$ cat config.mk
export PLATFORM = sky130hd
export DESIGN_NAME = adc_trigger_compare_result
export DESIGN_NICKNAME = d
export VERILOG_FILES = /design/src/rtl/adc_ctrl_pkg.sv /design/src/rtl/adc_result_format.sv /design/src/rtl/adc_trigger_compare_result.sv
export SDC_FILE = /design/constraint.sdc
export NUM_CORES = 1
export LEC_CHECK = 0
export BUFFER_PORTS_ARGS = -buffer_cell sky130_fd_sc_hd__buf_2
export CORE_MARGIN = 2
export CORE_UTILIZATION = 40
export CTS_CLUSTER_DIAMETER = 150
export DETAILED_ROUTE_END_ITERATION = 16
export GPL_ROUTABILITY_DRIVEN = 0
export PLACE_DENSITY = 0.73
export SLEW_MARGIN = 20
export SYNTH_ARGS = -nofsm -noshare
export SYNTH_HDL_FRONTEND = slang
export SYNTH_HIERARCHICAL = 1
export SYNTH_SLANG_ARGS = --single-unit
$ cat constraint.sdc
create_clock -name MCLK -period 6.3 [get_ports MCLK]
set_clock_uncertainty 0.15 [all_clocks]
set_input_delay 0.315 -clock MCLK [delete_from_list [all_inputs] [get_ports MCLK]]
set_output_delay 0.315 -clock MCLK [all_outputs]
set_load 0.01 [all_outputs]
$ cat src/rtl/adc_ctrl_pkg.sv
// constants, register map and carrier types for the converter control block
// assumes a single 100 MHz clock and an AHB-Lite register bus
package adc_ctrl_pkg;
    // register byte offsets
    localparam logic [7:0] OFF_CTRL_ONE = 8'h00;
    localparam logic [7:0] OFF_CTRL_TWO = 8'h04;
    localparam logic [7:0] OFF_RES_HIGH = 8'h08;
    localparam logic [7:0] OFF_RES_LOW = 8'h0C;
    localparam logic [7:0] OFF_CFG = 8'h10;
    localparam logic [7:0] OFF_CMP_VAL = 8'h14;
    localparam logic [7:0] OFF_IRQ_STAT = 8'h18;
    localparam logic [7:0] OFF_IRQ_MASK = 8'h1C;
    // field positions
    localparam int CTWO_ACTIVE = 7;
    localparam int CTWO_TRIG_SEL = 6;
    localparam int CTWO_CMP_EN = 5;
    localparam int CTWO_CMP_GE = 4;
    localparam int CFG_LONG_SAMPLE = 4;
    // channel numbers of internal sources
    localparam logic [4:0] TEMP_SENSOR_CHANNEL = 5'h1A;
    localparam logic [4:0] BANDGAP_CHANNEL = 5'h1B;
    // sample windows in half cycles of the converter clock
    localparam int SHORT_SAMPLE_HALF = 7;
    localparam int LONG_SAMPLE_HALF = 47;
    localparam logic [5:0] SHORT_SAMPLE_CYC = 6'((SHORT_SAMPLE_HALF + 1) / 2);
    localparam logic [5:0] LONG_SAMPLE_CYC = 6'((LONG_SAMPLE_HALF + 1) / 2);
    localparam logic [3:0] CONVERT_CYC = 4'hC;
    // reset values
    localparam logic [7:0] CTRL_RESET = 8'h00;
    localparam logic [11:0] RESULT_RESET = 12'h000;
    // resolution codes
    typedef enum logic [1:0] {RES_8 = 2'b00, RES_12 = 2'b01,
        RES_10 = 2'b10} res_mode_t;
    // analog side request and answer
    typedef struct packed {
        logic start;
        logic [4:0] channel;
    } conv_req_t;
    typedef struct packed {
        logic done;
        logic [11:0] value;
    } conv_ans_t;
    // interrupt events
    typedef struct packed {
        logic dropped;
        logic complete;
    } irq_ev_t;
endpackage

$ cat src/rtl/adc_result_format.sv
// trims a raw result to the resolution and applies compare arithmetic
// assumes raw data is left in the low bits as the converter delivers it
`timescale 1ns/1ns
`default_nettype none
module adc_result_format (
    // conversion input
    input wire logic [11:0] raw,
    input wire adc_ctrl_pkg::res_mode_t res,
    // compare settings
    input wire logic cmp_en,
    input wire logic cmp_ge,
    input wire logic [11:0] cmp_val,
    // outputs
    output logic [11:0] value,
    output logic store_ok
);
    import adc_ctrl_pkg::*;
    logic [11:0] trimmed;
    logic [11:0] cmp_trim;
    logic lower;
    // clear upper bits by resolution
    always_comb begin
        case (res)
            RES_12: begin
                trimmed = raw;
                cmp_trim = cmp_val;
            end
            RES_10: begin
                trimmed = {2'b00, raw[9:0]};
                cmp_trim = {2'b00, cmp_val[9:0]};
            end
            default: begin
                trimmed = {4'h0, raw[7:0]};
                cmp_trim = {4'h0, cmp_val[7:0]};
            end
        endcase
    end
    // compare sense and stored difference
    always_comb begin
        lower = trimmed < cmp_trim;
        store_ok = !cmp_en || (cmp_ge ? !lower : lower);
        if (cmp_en) begin
            value = 12'(trimmed + ~cmp_trim + 12'h001);
        end else begin
            value = trimmed;
        end
    end
endmodule
`default_nettype wire

$ cat src/rtl/adc_trigger_compare_result.sv
// assumes a lone AHB-Lite master and a converter clock equal to MCLK
`timescale 1ns/1ns
`default_nettype none
module adc_trigger_compare_result (
    // clock and reset
    input wire logic MCLK,
    input wire logic RST,
    // ahb-lite slave
    input wire logic HSEL,
    input wire logic [31:0] HADDR,
    input wire logic [1:0] HTRANS,
    input wire logic HWRITE,
    input wire logic [2:0] HSIZE,
    input wire logic [31:0] HWDATA,
    input wire logic HREADY,
    output logic [31:0] HRDATA,
    output logic HREADYOUT,
    output logic HRESP,
    // trigger and analog side
    input wire logic HARDWARE_TRIGGER_INPUT,
    input wire adc_ctrl_pkg::conv_ans_t CONV_ANS,
    output adc_ctrl_pkg::conv_req_t CONV_REQ,
    output logic SAMPLING,
    // interrupt
    output logic IRQ
);
    import adc_ctrl_pkg::*;
    typedef enum {ST_IDLE, ST_SAMPLE, ST_CONVERT} state_t;
    state_t state_reg;
    logic [7:0] ctrl_one_reg;
    logic trig_sel_reg, cmp_en_reg, cmp_ge_reg;
    logic [7:0] cfg_reg;
    logic [11:0] cmp_val_reg;
    logic [11:0] result_reg;
    logic locked_reg;
    irq_ev_t irq_stat_reg, irq_mask_reg;
    logic [5:0] count_reg;
    logic wr_pend_reg, rd_pend_reg;
    logic [7:0] addr_reg;
    logic trig_prev_reg;
    logic [31:0] rdata_next;
    logic active, start_sw, start_hw, start, abort;
    logic wr_one, wr_two, rd_high, rd_low, done, load, blocked, store_ok;
    logic [11:0] value;
    res_mode_t res;
    logic [5:0] sample_len;

    // address phase capture
    always_ff @(posedge MCLK or posedge RST) begin
        if (RST) begin
            wr_pend_reg <= 1'b0;
            rd_pend_reg <= 1'b0;
            addr_reg <= 8'h00;
        end else begin
            wr_pend_reg <= HSEL && HREADY && HTRANS[1] && HWRITE;
            rd_pend_reg <= HSEL && HREADY && HTRANS[1] && !HWRITE;
            if (HSEL && HREADY && HTRANS[1]) begin
                addr_reg <= HADDR[7:0];
            end
        end
    end

    // decoded accesses and configuration views
    assign wr_one = wr_pend_reg && addr_reg == OFF_CTRL_ONE;
    assign wr_two = wr_pend_reg && addr_reg == OFF_CTRL_TWO;
    assign rd_high = rd_pend_reg && addr_reg == OFF_RES_HIGH;
    assign rd_low = rd_pend_reg && addr_reg == OFF_RES_LOW;
    assign res = res_mode_t'(cfg_reg[3:2]);
    assign active = state_reg != ST_IDLE;
    assign start_sw = wr_one && !trig_sel_reg;
    assign start_hw = trig_sel_reg && HARDWARE_TRIGGER_INPUT
        && !trig_prev_reg;
    assign start = (start_sw || start_hw) && !active;
    assign abort = wr_one && active; // a new channel write aborts
    assign done = state_reg == ST_CONVERT && CONV_ANS.done;
    assign blocked = locked_reg && res != RES_8;
    assign load = done && store_ok && !blocked;
    assign sample_len = cfg_reg[CFG_LONG_SAMPLE] ?
        LONG_SAMPLE_CYC : SHORT_SAMPLE_CYC;

    adc_result_format adc_result_format_i (
        .raw(CONV_ANS.value),
        .res(res),
        .cmp_en(cmp_en_reg),
        .cmp_ge(cmp_ge_reg),
        .cmp_val(cmp_val_reg),
        .value(value),
        .store_ok(store_ok)
    );

    // register writes
    always_ff @(posedge MCLK or posedge RST) begin
        if (RST) begin
            ctrl_one_reg <= CTRL_RESET;
            trig_sel_reg <= 1'b0;
            cmp_en_reg <= 1'b0;
            cmp_ge_reg <= 1'b0;
            cfg_reg <= CTRL_RESET;
            cmp_val_reg <= RESULT_RESET;
            irq_mask_reg <= '0;
        end else if (wr_pend_reg) begin
            if (wr_one) begin
                ctrl_one_reg <= HWDATA[7:0];
            end
            if (wr_two) begin
                trig_sel_reg <= HWDATA[CTWO_TRIG_SEL];
                cmp_en_reg <= HWDATA[CTWO_CMP_EN];
                cmp_ge_reg <= HWDATA[CTWO_CMP_GE];
            end
            if (addr_reg == OFF_CFG) begin
                cfg_reg <= HWDATA[7:0];
            end
            if (addr_reg == OFF_CMP_VAL) begin
                cmp_val_reg <= HWDATA[11:0];
            end
            if (addr_reg == OFF_IRQ_MASK) begin
                irq_mask_reg <= HWDATA[1:0];
            end
        end
    end

    // conversion sequencer
    always_ff @(posedge MCLK or posedge RST) begin
        if (RST) begin
            state_reg <= ST_IDLE;
            count_reg <= 6'h00;
            trig_prev_reg <= 1'b0;
        end else begin
            trig_prev_reg <= HARDWARE_TRIGGER_INPUT;
            case (state_reg)
                ST_IDLE: begin
                    if (start) begin
                        state_reg <= ST_SAMPLE;
                        count_reg <= sample_len;
                    end
                end
                ST_SAMPLE: begin
                    if (abort) begin
                        state_reg <= ST_IDLE;
                    end else if (count_reg == 6'h01) begin
                        state_reg <= ST_CONVERT;
                    end else begin
                        count_reg <= 6'(count_reg - 6'h01);
                    end
                end
                ST_CONVERT: begin
                    if (abort || CONV_ANS.done) begin
                        state_reg <= ST_IDLE;
                    end
                end
                default: state_reg <= ST_IDLE;
            endcase
        end
    end

    // analog request, channel steering and sample window
    always_ff @(posedge MCLK or posedge RST) begin
        if (RST) begin
            CONV_REQ <= '0;
            SAMPLING <= 1'b0;
        end else begin
            CONV_REQ.start <= state_reg == ST_SAMPLE && count_reg == 6'h01
                && !abort;
            CONV_REQ.channel <= ctrl_one_reg[4:0];
            SAMPLING <= state_reg == ST_SAMPLE && !abort;
        end
    end

    // result store and read interlock
    always_ff @(posedge MCLK or posedge RST) begin
        if (RST) begin
            result_reg <= RESULT_RESET;
            locked_reg <= 1'b0;
        end else begin
            if (load) begin
                result_reg <= value;
            end
            if (rd_high) begin
                locked_reg <= 1'b1;
            end else if (rd_low) begin
                locked_reg <= 1'b0;
            end
        end
    end

    // sticky interrupt status, set wins over write-one clear
    always_ff @(posedge MCLK or posedge RST) begin
        if (RST) begin
            irq_stat_reg <= '0;
        end else begin
            irq_stat_reg.complete <= load || (irq_stat_reg.complete &&
                !(wr_pend_reg && addr_reg == OFF_IRQ_STAT && HWDATA[0]));
            irq_stat_reg.dropped <= (done && blocked) ||
                (irq_stat_reg.dropped &&
                !(wr_pend_reg && addr_reg == OFF_IRQ_STAT && HWDATA[1]));
        end
    end

    // read data multiplexer
    always_comb begin
        case (addr_reg)
            OFF_CTRL_ONE: rdata_next = {24'h00_0000, ctrl_one_reg};
            OFF_CTRL_TWO: rdata_next = {24'h00_0000, active, trig_sel_reg,
                cmp_en_reg, cmp_ge_reg, 4'h0};
            OFF_RES_HIGH: rdata_next = {28'h000_0000, result_reg[11:8]};
            OFF_RES_LOW: rdata_next = {24'h00_0000, result_reg[7:0]};
            OFF_CFG: rdata_next = {24'h00_0000, cfg_reg};
            OFF_CMP_VAL: rdata_next = {20'h0_0000, cmp_val_reg};
            OFF_IRQ_STAT: rdata_next = {30'h0000_0000, irq_stat_reg};
            OFF_IRQ_MASK: rdata_next = {30'h0000_0000, irq_mask_reg};
            default: rdata_next = 32'h0000_0000;
        endcase
    end

    // bus answers and interrupt line
    always_ff @(posedge MCLK or posedge RST) begin
        if (RST) begin
            HRDATA <= 32'h0000_0000;
            HREADYOUT <= 1'b1;
            HRESP <= 1'b0;
            IRQ <= 1'b0;
        end else begin
            HRDATA <= rdata_next;
            HREADYOUT <= !(HSEL && HREADY && HTRANS[1] && !HWRITE);
            HRESP <= 1'b0;
            IRQ <= |(irq_stat_reg & irq_mask_reg);
        end
    end

    // checks on start, sample window, store and interlock
    a_active_tracks: assert property (
        @(posedge MCLK) disable iff (RST)
        start |=> active)
        else $error("active not set on start");
    a_active_clear: assert property (
        @(posedge MCLK) disable iff (RST)
        active && done |=> !active)
        else $error("active not cleared on completion");
    a_abort_stop: assert property (
        @(posedge MCLK) disable iff (RST)
        abort |=> state_reg == ST_IDLE)
        else $error("abort did not stop the conversion");
    a_sw_start: assert property (
        @(posedge MCLK) disable iff (RST)
        wr_one && !trig_sel_reg && !active |=> state_reg == ST_SAMPLE)
        else $error("software start missed");
    a_sw_ignore: assert property (
        @(posedge MCLK) disable iff (RST)
        wr_one && trig_sel_reg && !active && !start_hw
        |=> state_reg == ST_IDLE)
        else $error("software write started a hardware mode conversion");
    // sampling output rises one cycle after the state leaves idle
    a_hw_start: assert property (
        @(posedge MCLK) disable iff (RST)
        start_hw && !active |=> state_reg == ST_SAMPLE ##1 SAMPLING)
        else $error("hardware start missed");
    a_cmp_hold: assert property (
        @(posedge MCLK) disable iff (RST)
        done && cmp_en_reg && !store_ok |=> $stable(result_reg))
        else $error("result changed on failed compare");
    a_load_value: assert property (
        @(posedge MCLK) disable iff (RST)
        load |=> result_reg == $past(value))
        else $error("loaded result differs from formatted value");
    a_block_keep: assert property (
        @(posedge MCLK) disable iff (RST)
        done && blocked |=> $stable(result_reg))
        else $error("blocked result was stored");
    a_drop_flag: assert property (
        @(posedge MCLK) disable iff (RST)
        done && blocked |=> irq_stat_reg.dropped)
        else $error("discarded result not flagged");
    a_lock_set: assert property (
        @(posedge MCLK) disable iff (RST)
        rd_high ##1 !rd_low |-> locked_reg)
        else $error("high read did not lock");
    a_lock_free: assert property (
        @(posedge MCLK) disable iff (RST)
        rd_low && !rd_high |=> !locked_reg)
        else $error("low read did not unlock");
    a_eight_load: assert property (
        @(posedge MCLK) disable iff (RST)
        done && store_ok && locked_reg && res == RES_8
        |=> result_reg == $past(value))
        else $error("eight bit result held by interlock");
    a_trim_ten: assert property (
        @(posedge MCLK) disable iff (RST)
        load && res == RES_10 && !cmp_en_reg
        |=> result_reg[11:10] == 2'b00)
        else $error("upper bits not cleared");
    a_trim_eight: assert property (
        @(posedge MCLK) disable iff (RST)
        load && res == RES_8 && !cmp_en_reg
        |=> result_reg[11:8] == 4'h0)
        else $error("upper nibble not cleared");
    a_sample_len: assert property (
        @(posedge MCLK) disable iff (RST)
        start && !cfg_reg[CFG_LONG_SAMPLE]
        |=> ##1 SAMPLING [*4] ##1 !SAMPLING)
        else $error("short sample length wrong");
    a_long_load: assert property (
        @(posedge MCLK) disable iff (RST)
        start && cfg_reg[CFG_LONG_SAMPLE] |=> count_reg == LONG_SAMPLE_CYC)
        else $error("long sample count wrong");
    c_conv_done: cover property (@(posedge MCLK) load);
    c_drop: cover property (@(posedge MCLK) done && blocked);
    c_cmp_event: cover property (@(posedge MCLK) load && cmp_en_reg);
    c_irq: cover property (@(posedge MCLK) IRQ);
    c_abort: cover property (@(posedge MCLK) abort);
endmodule
`default_nettype wire

* Word level (Yosys, flattened, before mapping)
Index checks and enable logic that the tools add are counted.
** Word-level totals
- Register bits after elaboration :: 138
- Output and inout port bits :: 42
** Cells by class
- $add $sub $neg :: 3
- Order comparisons :: 1
- Equal/unequal tests :: 19
- Muxes and demuxes :: 17
- Bitwise logic cells :: 2
- Reduce and logical (&&, ||, !) cells :: 56
** Operators with widths (number)
- two-way mux 32 bit :: 4
- one-hot mux 12 bit (8 select lines) :: 1
- one-hot mux 32 bit (3 select lines) :: 1
- == test 32 x 2 -> 1 bit (second input constant) :: 2
- one-hot mux 12 bit (2 select lines) :: 2
- == test 32 x 1 -> 1 bit (second input constant) :: 1
- == test 32 x 3 -> 1 bit (second input constant) :: 1
- == test 8 x 5 -> 1 bit (second input constant) :: 4
- logical NOT 32 bit :: 1
- nonzero test 32 bit :: 1
- logical AND 1 bit :: 26
- two-way mux 6 bit :: 3
- == test 8 x 4 -> 1 bit (second input constant) :: 2
- adder 12 x 1 -> 12 bit (second input constant) :: 1
- adder 12 bit :: 1
- < comparator 12 bit :: 1
- two-way mux 12 bit :: 1
- NOT 12 bit :: 1
- one-hot mux 6 bit (2 select lines) :: 1
- logical NOT 1 bit :: 11
- AND reduction 2 bit :: 5
- == test 8 x 3 -> 1 bit (second input constant) :: 1
- logical NOT 8 bit :: 1
- != test 2 bit (second input constant) :: 4
- other kinds (13) :: 21

* Longest topological paths before layout
Gate-level depths: netlist (run 1).
- Depth after elaboration :: 9
- Mapped depth :: 15

* By module
Netlist (run 1), hierarchy kept.
** By module, submodules not included
- adc_trigger_compare_result :: times used 1, cells an instance 323, area an instance 3902.5 µm², seq. area each 2203.4 µm²
- adc_result_format :: times used 1, cells an instance 126, area an instance 884.6 µm², seq. area each 0.0 µm²

* Worst setup path before layout (run 1)
Ideal clock, no wire load.
- Path kind :: register to register
- From :: register cfg_reg[2]
- To :: register result_reg[0]
- Setup time :: 125 ps
- Data arrival time :: 3176 ps
- Data required time :: 6025 ps
- Setup slack :: 2850 ps
- Stages on the path, launching flop included :: 15
- Path buffers :: 3
- Clock period less this slack :: 3450 ps
- Path through :: dfrtp_1 -> ha_1 -> o21ba_2 -> and2_1 -> ha_1 -> buf_6 -> a21oi_1 -> o21ai_1 -> a211o_1 -> o22ai_1 -> mux2_1 -> and3_1 -> clkbuf_1 -> buf_1 -> mux2_2
** Between the ends
- Word-level cells in the longest chain between the ends :: 8
** Ends and longest elaborated chain
- start: declaration :: RTL line adc_trigger_compare_result.sv:32 : logic [7:0] cfg_reg;
- start signal: assignment :: RTL line adc_trigger_compare_result.sv:111 : cfg_reg <= HWDATA[7:0];
- == test 2 bit or == test 2 x 1 -> 1 bit (tied branches) :: RTL line adc_result_format.sv:23 : case (res)
- one-hot mux 12 bit (2 select lines) :: RTL line adc_result_format.sv:23
- < comparator 12 bit (*) :: RTL line adc_result_format.sv:40 : lower = trimmed < cmp_trim;
- logical NOT 1 bit :: RTL line adc_result_format.sv:41 : store_ok = !cmp_en || (cmp_ge ? !lower : lower);
- two-way mux 1 bit (*) :: RTL line adc_result_format.sv:41
- logical OR 1 bit (*) :: RTL line adc_result_format.sv:41
- named net store_ok :: RTL line adc_trigger_compare_result.sv:43 : logic wr_one, wr_two, rd_high, rd_low, done, load, blocked, store_ok;
- logical AND 1 bit (*) (2 in series) :: RTL line adc_trigger_compare_result.sv:77 : assign load = done && store_ok && !blocked;
- end signal: assignment :: RTL line adc_trigger_compare_result.sv:176 : result_reg <= value;
- end: declaration :: RTL line adc_trigger_compare_result.sv:34 : logic [11:0] result_reg;
The timed path passes the listed nets; every way through them passes the cells marked *.
A chain may end at the register's enable or synchronous reset.

* Worst setup path after layout (run 1)
- From :: register cfg_reg[3]
- To :: register result_reg[8]
The elaborated chain is that of the path after synthesis.

==> qor.txt, run 1 <==
P_sw -> 0.000523 W
Global Route Usage Sum -> 0.175
Tmin final -> 3.81 ns
diode count -> 0
Critical Path Source Type -> flip-flop
row count -> 39
sequential-to-total area share from yosys stat -> 0.460
Post-Synthesis Cell Area -> 4790 sq um
clock-pin slew on the worst setup and hold paths -> 0.07 ns
Core Region -> 11,600 sq um
P_int -> 0.00110 W
layout cells sized above 1 -> 0.286
Cell Pwr Density -> 299 nW/um^2
hold_sp -> HADDR[5]
CP required -> 6.37 ns
fillcell total -> 1,056
Yosys reg bits -> 88
HP Class -> primary input to flip-flop
Remaining DRCs -> 0
clock network power share -> 0.314
Reg2Reg Capture Point -> result_reg[8]$_DFFE_PP0P_
vias in the first global route -> 3,647
Synth Flop Type -> dfrtp_1
switching share of power -> 0.323
Mapped Cells -> 449
most common cell after layout, fill and taps aside -> dfrtp_1
crit-path cells -> inv_1 -> ha_1 -> o21ba_2 -> and2_1 -> ha_1 -> a21oi_1 -> o21ai_1 -> a211o_1 -> o22ai_1 -> mux2_1 -> and3_1 -> mux2_2
# IOs -> 130
CP peak stage delay -> 0.59 ns
largest net degree at the start of global routing -> 78
multi-input logic area -> 2320 sq um
Total Wirelength -> 10,700 microns
Worst Max-Slew Pin Slew -> 0.958 ns
Synth Warn # -> 6
worst-case clock buffer depth -> 2
DR iter-0 viols -> 225
CTS resizes -> 0
Worst Hold Path EP -> addr_reg[5]$_DFFE_PP0P_
first-pass GRT wire length -> 17,800 microns
flop-to-flop setup slack -> 2.49 ns
top cells by area, synth -> dfrtp_1 (45%), mux2_2 (12%), nand2_1 (4.2%)
maximum operating frequency -> 262 MHz
Vias/cell -> 5.42
Antenna Violating Nets Remaining -> 0
worst r2r path cells -> 12
area fraction of the dominant cell type after synthesis -> 0.455
Fin. Hold Viols -> 0
unique cell type count in the Yosys netlist -> 68
Tcrit/Tclk final -> 0.605
hold path depth -> 2
TritonCTS buffer count -> 9
TritonCTS clock tree -> yes
sequential power share -> 0.455
Pleak -> 2.59 nW
nets -> 611
Largest delay share family, worst path -> compound AO/OA/AOI/OAI gates
critical-path maximum fanout -> 13
Critical Path Most Common Cell -> ha_1
Chip Height -> 113 microns
max_cap viols -> 0
CTS Root Cell -> clkbuf_16
Setup TNS -> 0 ns
critical path type -> flip-flop to flip-flop
CP arrival -> 3.88 ns
DR pass1 iterations -> 4
FFs w/ async S/R, synth -> 1.00
P&R area growth vs syn -> 13.3%
setup bufs post-CTS -> 0
Initial Util -> 0.414
final-report setup violation count -> 0
routed vias -> 3,547
max-slew violations -> 0
H-tree levels -> 3
Worst path slowest cell -> and3_1
Worst-Skew Late Latency -> 0.35 ns
TritonCTS Sinks -> 88
Avg Cell Area, Syn -> 10.7 sq um
R2R Path Start -> cfg_reg[3]$_DFFE_PP0P_
total power draw -> 0.00162 W
post-synth top area cell -> dfrtp_1
Die Footprint -> 12,900 sq um
routed length per instance -> 16.4 microns
Post-synth EDFFs -> 0
register area -> 2200 sq um
Die Wd -> 113 microns
status -> complete, no violations
Hold Buf Count CTS -> 2
Comb pwr share -> 0.231
GRT overflow -> 0
RSZ-0062 raised after global routing -> false
WP depth -> 12
Buffers & Inverters on Critical Path -> 1
Rel. slew slack -> 0.361
Worst IR Drop VDD -> 0.251 mV
most frequent cells in the layout -> dfrtp_1 (87), buf_2 (60), nand2_1 (54), mux2_2 (49), inv_1 (22)
CP endpoint kind -> flip-flop
DP HPWL -> 7900 microns
input/output buffers -> 60
initial antenna violation count -> 0
synthesized netlist by cell type, types with 3 or more instances:
master	n
ha_1	16
and2_1	7
clkbuf_1	9
nand4_1	4
o21ai_1	3
mux2i_1	11
a22o_1	5
and3_1	7
nand2b_1	6
nand3_1	14
a221oi_1	4
nor3_1	12
a211oi_1	3
inv_1	23
mux4_2	4
buf_4	23
nor2_1	20
mux2_2	49
nor2b_1	3
xnor2_1	3
or3_1	4
o21ai_0	11
dfrtp_1	87
o22ai_1	3
a21oi_1	8
a211o_1	4
nand2_1	54
power by group through the flow:
stage	Clock, W	Combinational, W	Sequential, W
CTS	0.000523	0.000376	0.000736
detailed placement	0	0.000373	0.000746
global placement	0	0.000357	0.000740
finish	0.000509	0.000375	0.000738
floorplan	0	0.000312	0.000711
global route	0.000541	0.000420	0.000750
through the flow:
step / utilization / hold slack [ns] / instances / area (sq um) / worst slack, ns
after global routing: 0.469 / 0.0460 / 654 / 5420 / 2.28
after CTS: 0.469 / 0.0324 / 654 / 5420 / 2.52
after global placement: 0.442 / 0.0732 / 636 / 5120 / 2.62
final: 0.469 / 0.0523 / 654 / 5420 / 2.49
after detailed placement: 0.442 / 0.0787 / 636 / 5120 / 2.53
after floorplan: - / 0.196 / 469 / 4860 / 2.85
how the worst max path moves through the flow:
stage	from	endpoint	slack, ns
CTS	cfg_reg[3]$_DFFE_PP0P_	result_reg[8]$_DFFE_PP0P_	2.52
floorplan	cfg_reg[2]$_DFFE_PP0P_	result_reg[0]$_DFFE_PP0P_	2.85
finish	cfg_reg[3]$_DFFE_PP0P_	result_reg[8]$_DFFE_PP0P_	2.49
global route	cfg_reg[3]$_DFFE_PP0P_	result_reg[8]$_DFFE_PP0P_	2.28
global placement	cfg_reg[3]$_DFFE_PP0P_	result_reg[7]$_DFFE_PP0P_	2.62
detailed placement	cfg_reg[3]$_DFFE_PP0P_	result_reg[8]$_DFFE_PP0P_	2.53
final cells by class:
type,count,area share
Multi-Input combinational cell,319,0.429
Sequential cell,88,0.406
Timing Repair Buffer,64,0.0618
Clock buffer,10,0.0422
Tap cell,143,0.0330
Inverter,24,0.0173
Clock inverter,6,0.0106
metal layers:
| layer | track usage | share of wire | vias to the layer above |
|---|---|---|---|
| li1 | - | - | 1667 |
| met1 | 0.223 | 0.45 | 1751 |
| met2 | 0.291 | 0.48 | 110 |
| met3 | 0.0377 | 0.047 | 19 |
| met4 | 0.0748 | 0.025 | 0 |
| met5 | 0 | 0 | - |
logic make-up after synthesis:
kind of cell / share of synthesized area
simple gates: 0.148
xor+xnor: 0.00549
compound gates: 0.107
fa+ha+maj: 0.0460
flops: 0.460
other cells: 0.000783
buf+inv: 0.0708
mux: 0.162
Note: power is estimated with default switching activity, not from simulation.
==> inputs of run 2 (changes only) <==
--- a/config.mk
+++ b/config.mk
@@ -11,7 +11,7 @@
 export CTS_CLUSTER_DIAMETER = 150
 export DETAILED_ROUTE_END_ITERATION = 16
 export GPL_ROUTABILITY_DRIVEN = 0
-export PLACE_DENSITY = 0.73
+export PLACE_DENSITY = 0.75
 export SLEW_MARGIN = 20
 export SYNTH_ARGS = -nofsm -noshare
 export SYNTH_HDL_FRONTEND = slang
==> constraint.sdc (replaced) <==
create_clock -name MCLK -period 3.5 [get_ports MCLK]
set_clock_uncertainty 0.15 [all_clocks]
set_input_delay 0.175 -clock MCLK [delete_from_list [all_inputs] [get_ports MCLK]]
set_output_delay 0.175 -clock MCLK [all_outputs]
set_load 0.01 [all_outputs]
==> run 2 against run 1 <==
- power rose by 82%
- routed wire length grew 2.8%
- highest routed layer unchanged
- critical path depth up 1
- global-route usage increased by 0.52 points
- count of clock-buffer cells in the layout fell by 1
- register-to-register slack worse by 2.3 ns
- first-iteration DRC count is 34% higher
- sequential power increased by 76%
- critical path type unchanged
- die area did not move
- via count increased by 3.8%
==> qor.txt, run 2 (synthesis results as in run 1) <==
status -> complete, no violations
TritonCTS clock tree -> yes
Total Wirelength -> 11,000 microns (+2.8%)
CP endpoint kind -> flip-flop
DP HPWL -> 8130 microns (+2.9%)
H-tree levels -> 3 (unchanged)
most frequent cells in the layout -> dfrtp_1 (87), buf_2 (60), nand2_1 (54), mux2_2 (49), dlygate4sd3_1 (23)
initial antenna violation count -> 0 (unchanged)
clock-pin slew on the worst setup and hold paths -> 0.06 ns (about the same)
Global Route Usage Sum -> 0.180 (+0.00519)
multi-input logic area -> 2330 sq um (about the same)
critical-path maximum fanout -> 13 (unchanged)
routed vias -> 3,681 (+3.8%)
Setup TNS -> 0 ns (unchanged)
vias in the first global route -> 3,643 (-0.11%)
first-pass GRT wire length -> 18,100 microns (+1.7%)
Non-Filler Instances -> 689 (+5.4%)
Core Region -> 11,600 sq um (unchanged)
nets -> 646 (+5.7%)
HP Class -> primary input to flip-flop
largest net degree at the start of global routing -> 36 (-54%)
flop-to-flop setup slack -> 0.21 ns (-2.29 ns)
metal2 WL -> 5430 microns (+5.0%)
highest metal layer with signal wires -> met4
row count -> 39 (unchanged)
Setup crit end -> result_reg[2]$_DFFE_PP0P_
CP arrival -> 3.38 ns (-0.50 ns)
Largest delay share family, worst path -> compound AO/OA/AOI/OAI gates
CP required -> 3.58 ns (-2.79 ns)
Rel. slew slack -> 0.490 (+0.128)
routed length per instance -> 16.0 microns (-2.4%)
Post-Place Cells -> 650 (+2.2%)
P&R area growth vs syn -> 20.0%
TritonCTS buffer count -> 9 (unchanged)
DR iter-0 viols -> 301 (+34%)
WP depth -> 13 (+1)
Die Footprint -> 12,900 sq um (unchanged)
Worst IR Drop VDD -> 0.355 mV (+41%)
maximum operating frequency -> 304 MHz (+16%)
max_cap viols -> 0 (unchanged)
Remaining DRCs -> 0 (unchanged)
Chip Height -> 113 microns (unchanged)
diode count -> 0 (unchanged)
layout cells sized above 1 -> 0.295 (+0.00916)
Fin. Hold Viols -> 0 (unchanged)
setup bufs post-CTS -> 0 (unchanged)
crit-path cells -> inv_1 -> ha_1 -> o21ba_2 -> and2_1 -> ha_1 -> a21oi_1 -> o21ai_1 -> a211o_1 -> o22ai_2 -> mux2_1 -> and3_1 -> buf_12 -> mux2_2
final-report setup violation count -> 0 (unchanged)
worst-case clock buffer depth -> 2 (unchanged)
Buffers & Inverters on Critical Path -> 2 (+1)
Routed met3 length -> 713 microns (+42%)
Pleak -> 2.76 nW (+6.5%)
GRT overflow -> 0 (unchanged)
Metal-1 WL -> 4720 microns (-1.6%)
Critical Path Source Type -> flip-flop
Antenna Violating Nets Remaining -> 0 (unchanged)
max-slew violations -> 0 (unchanged)
fillcell total -> 1,066 (+0.95%)
Worst-Skew Late Latency -> 0.35 ns (about the same)
input/output buffers -> 60 (unchanged)
register area -> 2200 sq um (unchanged)
R2R Path Start -> cfg_reg[2]$_DFFE_PP0P_
Worst Max-Slew Pin Slew -> 0.760 ns (-0.198 ns)
Reg2Reg Capture Point -> result_reg[2]$_DFFE_PP0P_
Tcrit/Tclk final -> 0.941 (+0.337)
# IOs -> 130 (unchanged)
RSZ-0062 raised after global routing -> false
Die Wd -> 113 microns (unchanged)
final core occ -> 0.497 (+0.0279)
dpl cell area -> 5230 sq um (+2.2%)
CP Launch Point -> cfg_reg[2]$_DFFE_PP0P_
DR pass1 iterations -> 4 (unchanged)
critical path type -> flip-flop to flip-flop
Initial Util -> 0.414 (unchanged)
Vias/cell -> 5.34 (-1.5%)
most common cell after layout, fill and taps aside -> dfrtp_1
post-route cell area -> 5750 sq um (+6.0%)
Cell Pwr Density -> 513 nW/um^2 (+71%)
CP peak stage delay -> 0.37 ns (-0.22 ns)
CTS Root Cell -> clkbuf_16
TritonCTS Sinks -> 88 (unchanged)
Tmin final -> 3.29 ns (-0.515 ns)
Worst path slowest cell -> dfrtp_1
Critical Path Most Common Cell -> ha_1
worst r2r path cells -> 13 (+1)
-- run 2: through the flow --
| step | hold slack, ns | power, W | setup WS (ns) |
|---|---|---|---|
| 2_1_floorplan | 0.0564 | 0.00184 | 0.0496 |
| 3_3_place_gp | 0.120 | 0.00199 | 0.204 |
| 3_5_place_dp | 0.132 | 0.00204 | 0.167 |
| 4_1_cts | 0.00794 | 0.00298 | 0.143 |
| 5_1_grt | 0.0639 | 0.00313 | 0.0388 |
| 6_report | 0.0261 | 0.00295 | 0.205 |
-- run 2: layout make-up --
type | instances | share of cell area
Clock buffer | 9 | 0.0392
Clock inverter | 7 | 0.00958
Inverter | 24 | 0.0163
Multi-Input combinational cell | 319 | 0.405
Sequential cell | 88 | 0.383
Tap cell | 143 | 0.0311
Timing Repair Buffer | 99 | 0.115
-- run 2: metal layers --
layer / global-route usage / up-vias
met3: 0.0484 / 13
li1: - / 1746
met4: 0.0545 / 0
met5: 0 / -
met2: 0.303 / 133
met1: 0.230 / 1789
-- run 2: worst min-delay path by stage --
stage	from	endpoint	slack (ns)	cells after the start
after floorplan	HARDWARE_TRIGGER_INPUT	trig_prev_reg$_DFF_PP0_	0.06	0
after detailed placement	RST	result_reg[7]$_DFFE_PP0P_	0.13	2
after CTS	CONV_ANS[12]	state_reg[1]$_DFFE_PP0P_	0.008	4
after global placement	RST	result_reg[7]$_DFFE_PP0P_	0.12	2
final	CONV_ANS[12]	state_reg[1]$_DFFE_PP0P_	0.03	4
after global routing	CONV_ANS[6]	result_reg[6]$_DFFE_PP0P_	0.06	4
-- run 2: timing repair --
| action | in CTS | in global routing |
|---|---|---|
| hold buffers | 23 | 0 |
| endpoints found under the setup margin | 0 | 1 |
| hold endpoints to repair | 75 | 0 |
| gates resized for setup | 0 | 1 |
-- run 2: power by group --
group	leakage, nW	switching, W	total (W)	internal, W
logic	1.51	0.000398	0.000748	0.000350
registers	1.11	0.000128	0.00130	0.00117
clock network	0.138	0.000412	0.000900	0.000488
total	2.76	0.000939	0.00295	0.00201
-- run 2: tightest hold or removal path: cells and delay by family --
kind | cells | cell delay (ns)
AO/OA/AOI/OAI | 1 | 0.13
AND/OR/NAND/NOR | 2 | 0.09
buffers and inverters | 1 | 0.09
==> inputs of run 3 (changes only) <==
--- a/config.mk
+++ b/config.mk
@@ -6,7 +6,7 @@
 export NUM_CORES = 1
 export LEC_CHECK = 0
 export BUFFER_PORTS_ARGS = -buffer_cell sky130_fd_sc_hd__buf_2
-export CORE_MARGIN = 2
+export CORE_MARGIN = 4
 export CORE_UTILIZATION = 40
 export CTS_CLUSTER_DIAMETER = 150
 export DETAILED_ROUTE_END_ITERATION = 16
==> constraint.sdc (replaced) <==
create_clock -name MCLK -period 3.5 [get_ports MCLK]
set_clock_uncertainty 0.15 [all_clocks]
set_input_delay 0.7 -clock MCLK [delete_from_list [all_inputs] [get_ports MCLK]]
set_output_delay 0.7 -clock MCLK [all_outputs]
set_load 0.01 [all_outputs]
==> run 3 against run 2 <==
- cell area fell by 3.3%
- count of clock-buffer cells in the layout is 1 higher
- core utilization is 1.6 points lower
- hold slack improved by 0.24 ns
- critical path depth unchanged
- sequential power barely moved
- final cell count shrank 3.3%
- routed wire length decreased by 0.61%
- combinational power down 2%
- clock power grew 12%
- critical endpoint is now result_reg[1]$_DFFE_PP0P_
- largest power group unchanged
- highest routed layer unchanged
==> qor.txt, run 3 (synthesis results as in run 1) <==
status -> complete, no violations
TritonCTS buffer count -> 9 (unchanged)
Cell Pwr Density -> 547 nW/um^2 (+6.6%)
input/output buffers -> 60 (unchanged)
Comb pwr share -> 0.241 (-0.013)
Rel. slew slack -> 0.553 (+0.0636)
CTS resizes -> 0 (unchanged)
HP Class -> primary input to async pin
Fin. Hold Viols -> 0 (unchanged)
diode count -> 0 (unchanged)
RSZ-0062 raised after global routing -> false
Remaining DRCs -> 0 (unchanged)
largest net degree at the start of global routing -> 54 (+50%)
most frequent cells in the layout -> dfrtp_1 (87), buf_2 (60), nand2_1 (54), mux2_2 (49), inv_1 (22)
CP endpoint kind -> flip-flop
worst-case clock buffer depth -> 2 (unchanged)
max-slew violations -> 0 (unchanged)
TritonCTS clock tree -> yes
P_int -> 0.00209 W (+3.9%)
most common cell after layout, fill and taps aside -> dfrtp_1
DR pass1 iterations -> 4 (unchanged)
max_cap viols -> 0 (unchanged)
Vias/cell -> 5.28 (-1.2%)
nets -> 623 (-3.6%)
clock-pin slew on the worst setup and hold paths -> 0.07 ns (about the same)
switching share of power -> 0.313 (-0.00528)
setup bufs post-CTS -> 0 (unchanged)
CP arrival -> 3.50 ns (+0.12 ns)
Worst IR Drop VDD -> 0.505 mV (+42%)
Global Route Usage Sum -> 0.162 (-0.0182)
sequential power share -> 0.427 (-0.014)
Critical Path Source Type -> flip-flop
layout cells sized above 1 -> 0.306 (+0.0111)
Non-Filler Instances -> 666 (-3.3%)
Pleak -> 2.68 nW (-2.8%)
Core Region -> 11,600 sq um (unchanged)
CP required -> 3.58 ns (about the same)
Hold Buf Count CTS -> 0 (-100%)
Worst-Skew Late Latency -> 0.35 ns (about the same)
final core occ -> 0.480 (-0.0163)
# IOs -> 130 (unchanged)
Initial Util -> 0.414 (unchanged)
critical-path maximum fanout -> 13 (unchanged)
DR iter-0 viols -> 239 (-21%)
routed length per instance -> 16.5 microns (+2.8%)
Antenna Violating Nets Remaining -> 0 (unchanged)
GRT overflow -> 0 (unchanged)
H-tree levels -> 3 (unchanged)
Worst Max-Slew Pin Slew -> 0.665 ns (-0.0947 ns)
Chip Height -> 117 microns (+3.5%)
Tmin final -> 3.42 ns (+0.126 ns)
fillcell total -> 1,082 (+1.5%)
Die Wd -> 117 microns (+3.5%)
routed vias -> 3,515 (-4.5%)
Setup TNS -> 0 ns (unchanged)
WHS -> 0.261 ns (+0.235 ns)
row count -> 39 (unchanged)
first-pass GRT wire length -> 18,200 microns (+0.61%)
clock network power share -> 0.332 (+0.026)
initial antenna violation count -> 0 (unchanged)
CTS Root Cell -> clkbuf_16
Tcrit/Tclk final -> 0.977 (+0.0361)
maximum operating frequency -> 292 MHz (-3.7%)
Total Wirelength -> 11,000 microns (-0.61%)
final-report setup violation count -> 0 (unchanged)
P&R area growth vs syn -> 16.1%
DP HPWL -> 8210 microns (+0.91%)
critical path type -> flip-flop to flip-flop
P_sw -> 0.000952 W (+1.4%)
Die Footprint -> 13,800 sq um (+7.2%)
Post-Place Cells -> 650 (unchanged)
TritonCTS Sinks -> 88 (unchanged)
vias in the first global route -> 3,631 (-0.33%)
run 3: path summary, 6_finish.rpt:
check	start	endpoint	slack (ns)	cells past startpoint
worst max-delay path	cfg_reg[2]$_DFFE_PP0P_	result_reg[1]$_DFFE_PP0P_	0.08	13
worst min-delay path	RST	HRDATA[4]$_DFF_PP0_	0.26	2
min in group MCLK	ctrl_one_reg[0]$_DFFE_PP0P_	CONV_REQ[0]$_DFF_PP0_	0.26	0
max in group asynchronous	RST	cmp_val_reg[9]$_DFFE_PP0P_	2.25	3
worst max register to register	cfg_reg[2]$_DFFE_PP0P_	result_reg[1]$_DFFE_PP0P_	0.08	13
worst min register to register	ctrl_one_reg[0]$_DFFE_PP0P_	CONV_REQ[0]$_DFF_PP0_	0.26	0
run 3: area by class of cell:
cell class | count | area (sq um) | share of cell area
multi-input combinational | 319 | 2320 | 0.417
sequential | 88 | 2200 | 0.397
timing repair buffer | 76 | 445 | 0.0802
clock buffer | 10 | 239 | 0.0430
tap | 143 | 179 | 0.0322
inverter | 24 | 93.8 | 0.0169
clock inverter | 6 | 76.3 | 0.0137
run 3: worst max-delay path: stages (launching register included):
cell and delay [ns]:
dfrtp_1 0.38, inv_1 0.06, ha_1 0.27, o21ba_2 0.29, and2_1 0.17, ha_1 0.26, a21oi_1 0.15, o21ai_1 0.10
a211o_1 0.30, o22ai_1 0.21, mux2_1 0.37, and3_1 0.18, buf_12 0.15, mux2_2 0.27
run 3: power by group through the flow:
stage	logic [W]	registers, W	clock network (W)
6_report	0.000732	0.00130	0.00101
5_1_grt	0.000821	0.00132	0.00108
4_1_cts	0.000733	0.00130	0.00104
3_5_place_dp	0.000725	0.00131	0
3_3_place_gp	0.000694	0.00130	0
2_1_floorplan	0.000562	0.00128	0
run 3: through the flow:
step | cell area, sq um | setup slack (ns) | total power (W)
CTS | 5560 | 0.108 | 0.00307
finish | 5560 | 0.0790 | 0.00304
detailed placement | 5240 | 0.122 | 0.00203
global placement | 5240 | 0.139 | 0.00199
global route | 5560 | 0.0114 | 0.00322
floorplan | 4860 | 0.0496 | 0.00184
run 3: layer usage:
layer  wire [microns]  track usage  vias up  part of all wire
li1                 -            -     1693                 -
met1             4910        0.210     1693              0.45
met2             5260        0.268      117              0.48
met3              671       0.0481       12             0.061
met4              122       0.0403        0             0.011
met5                0            0        -                 0
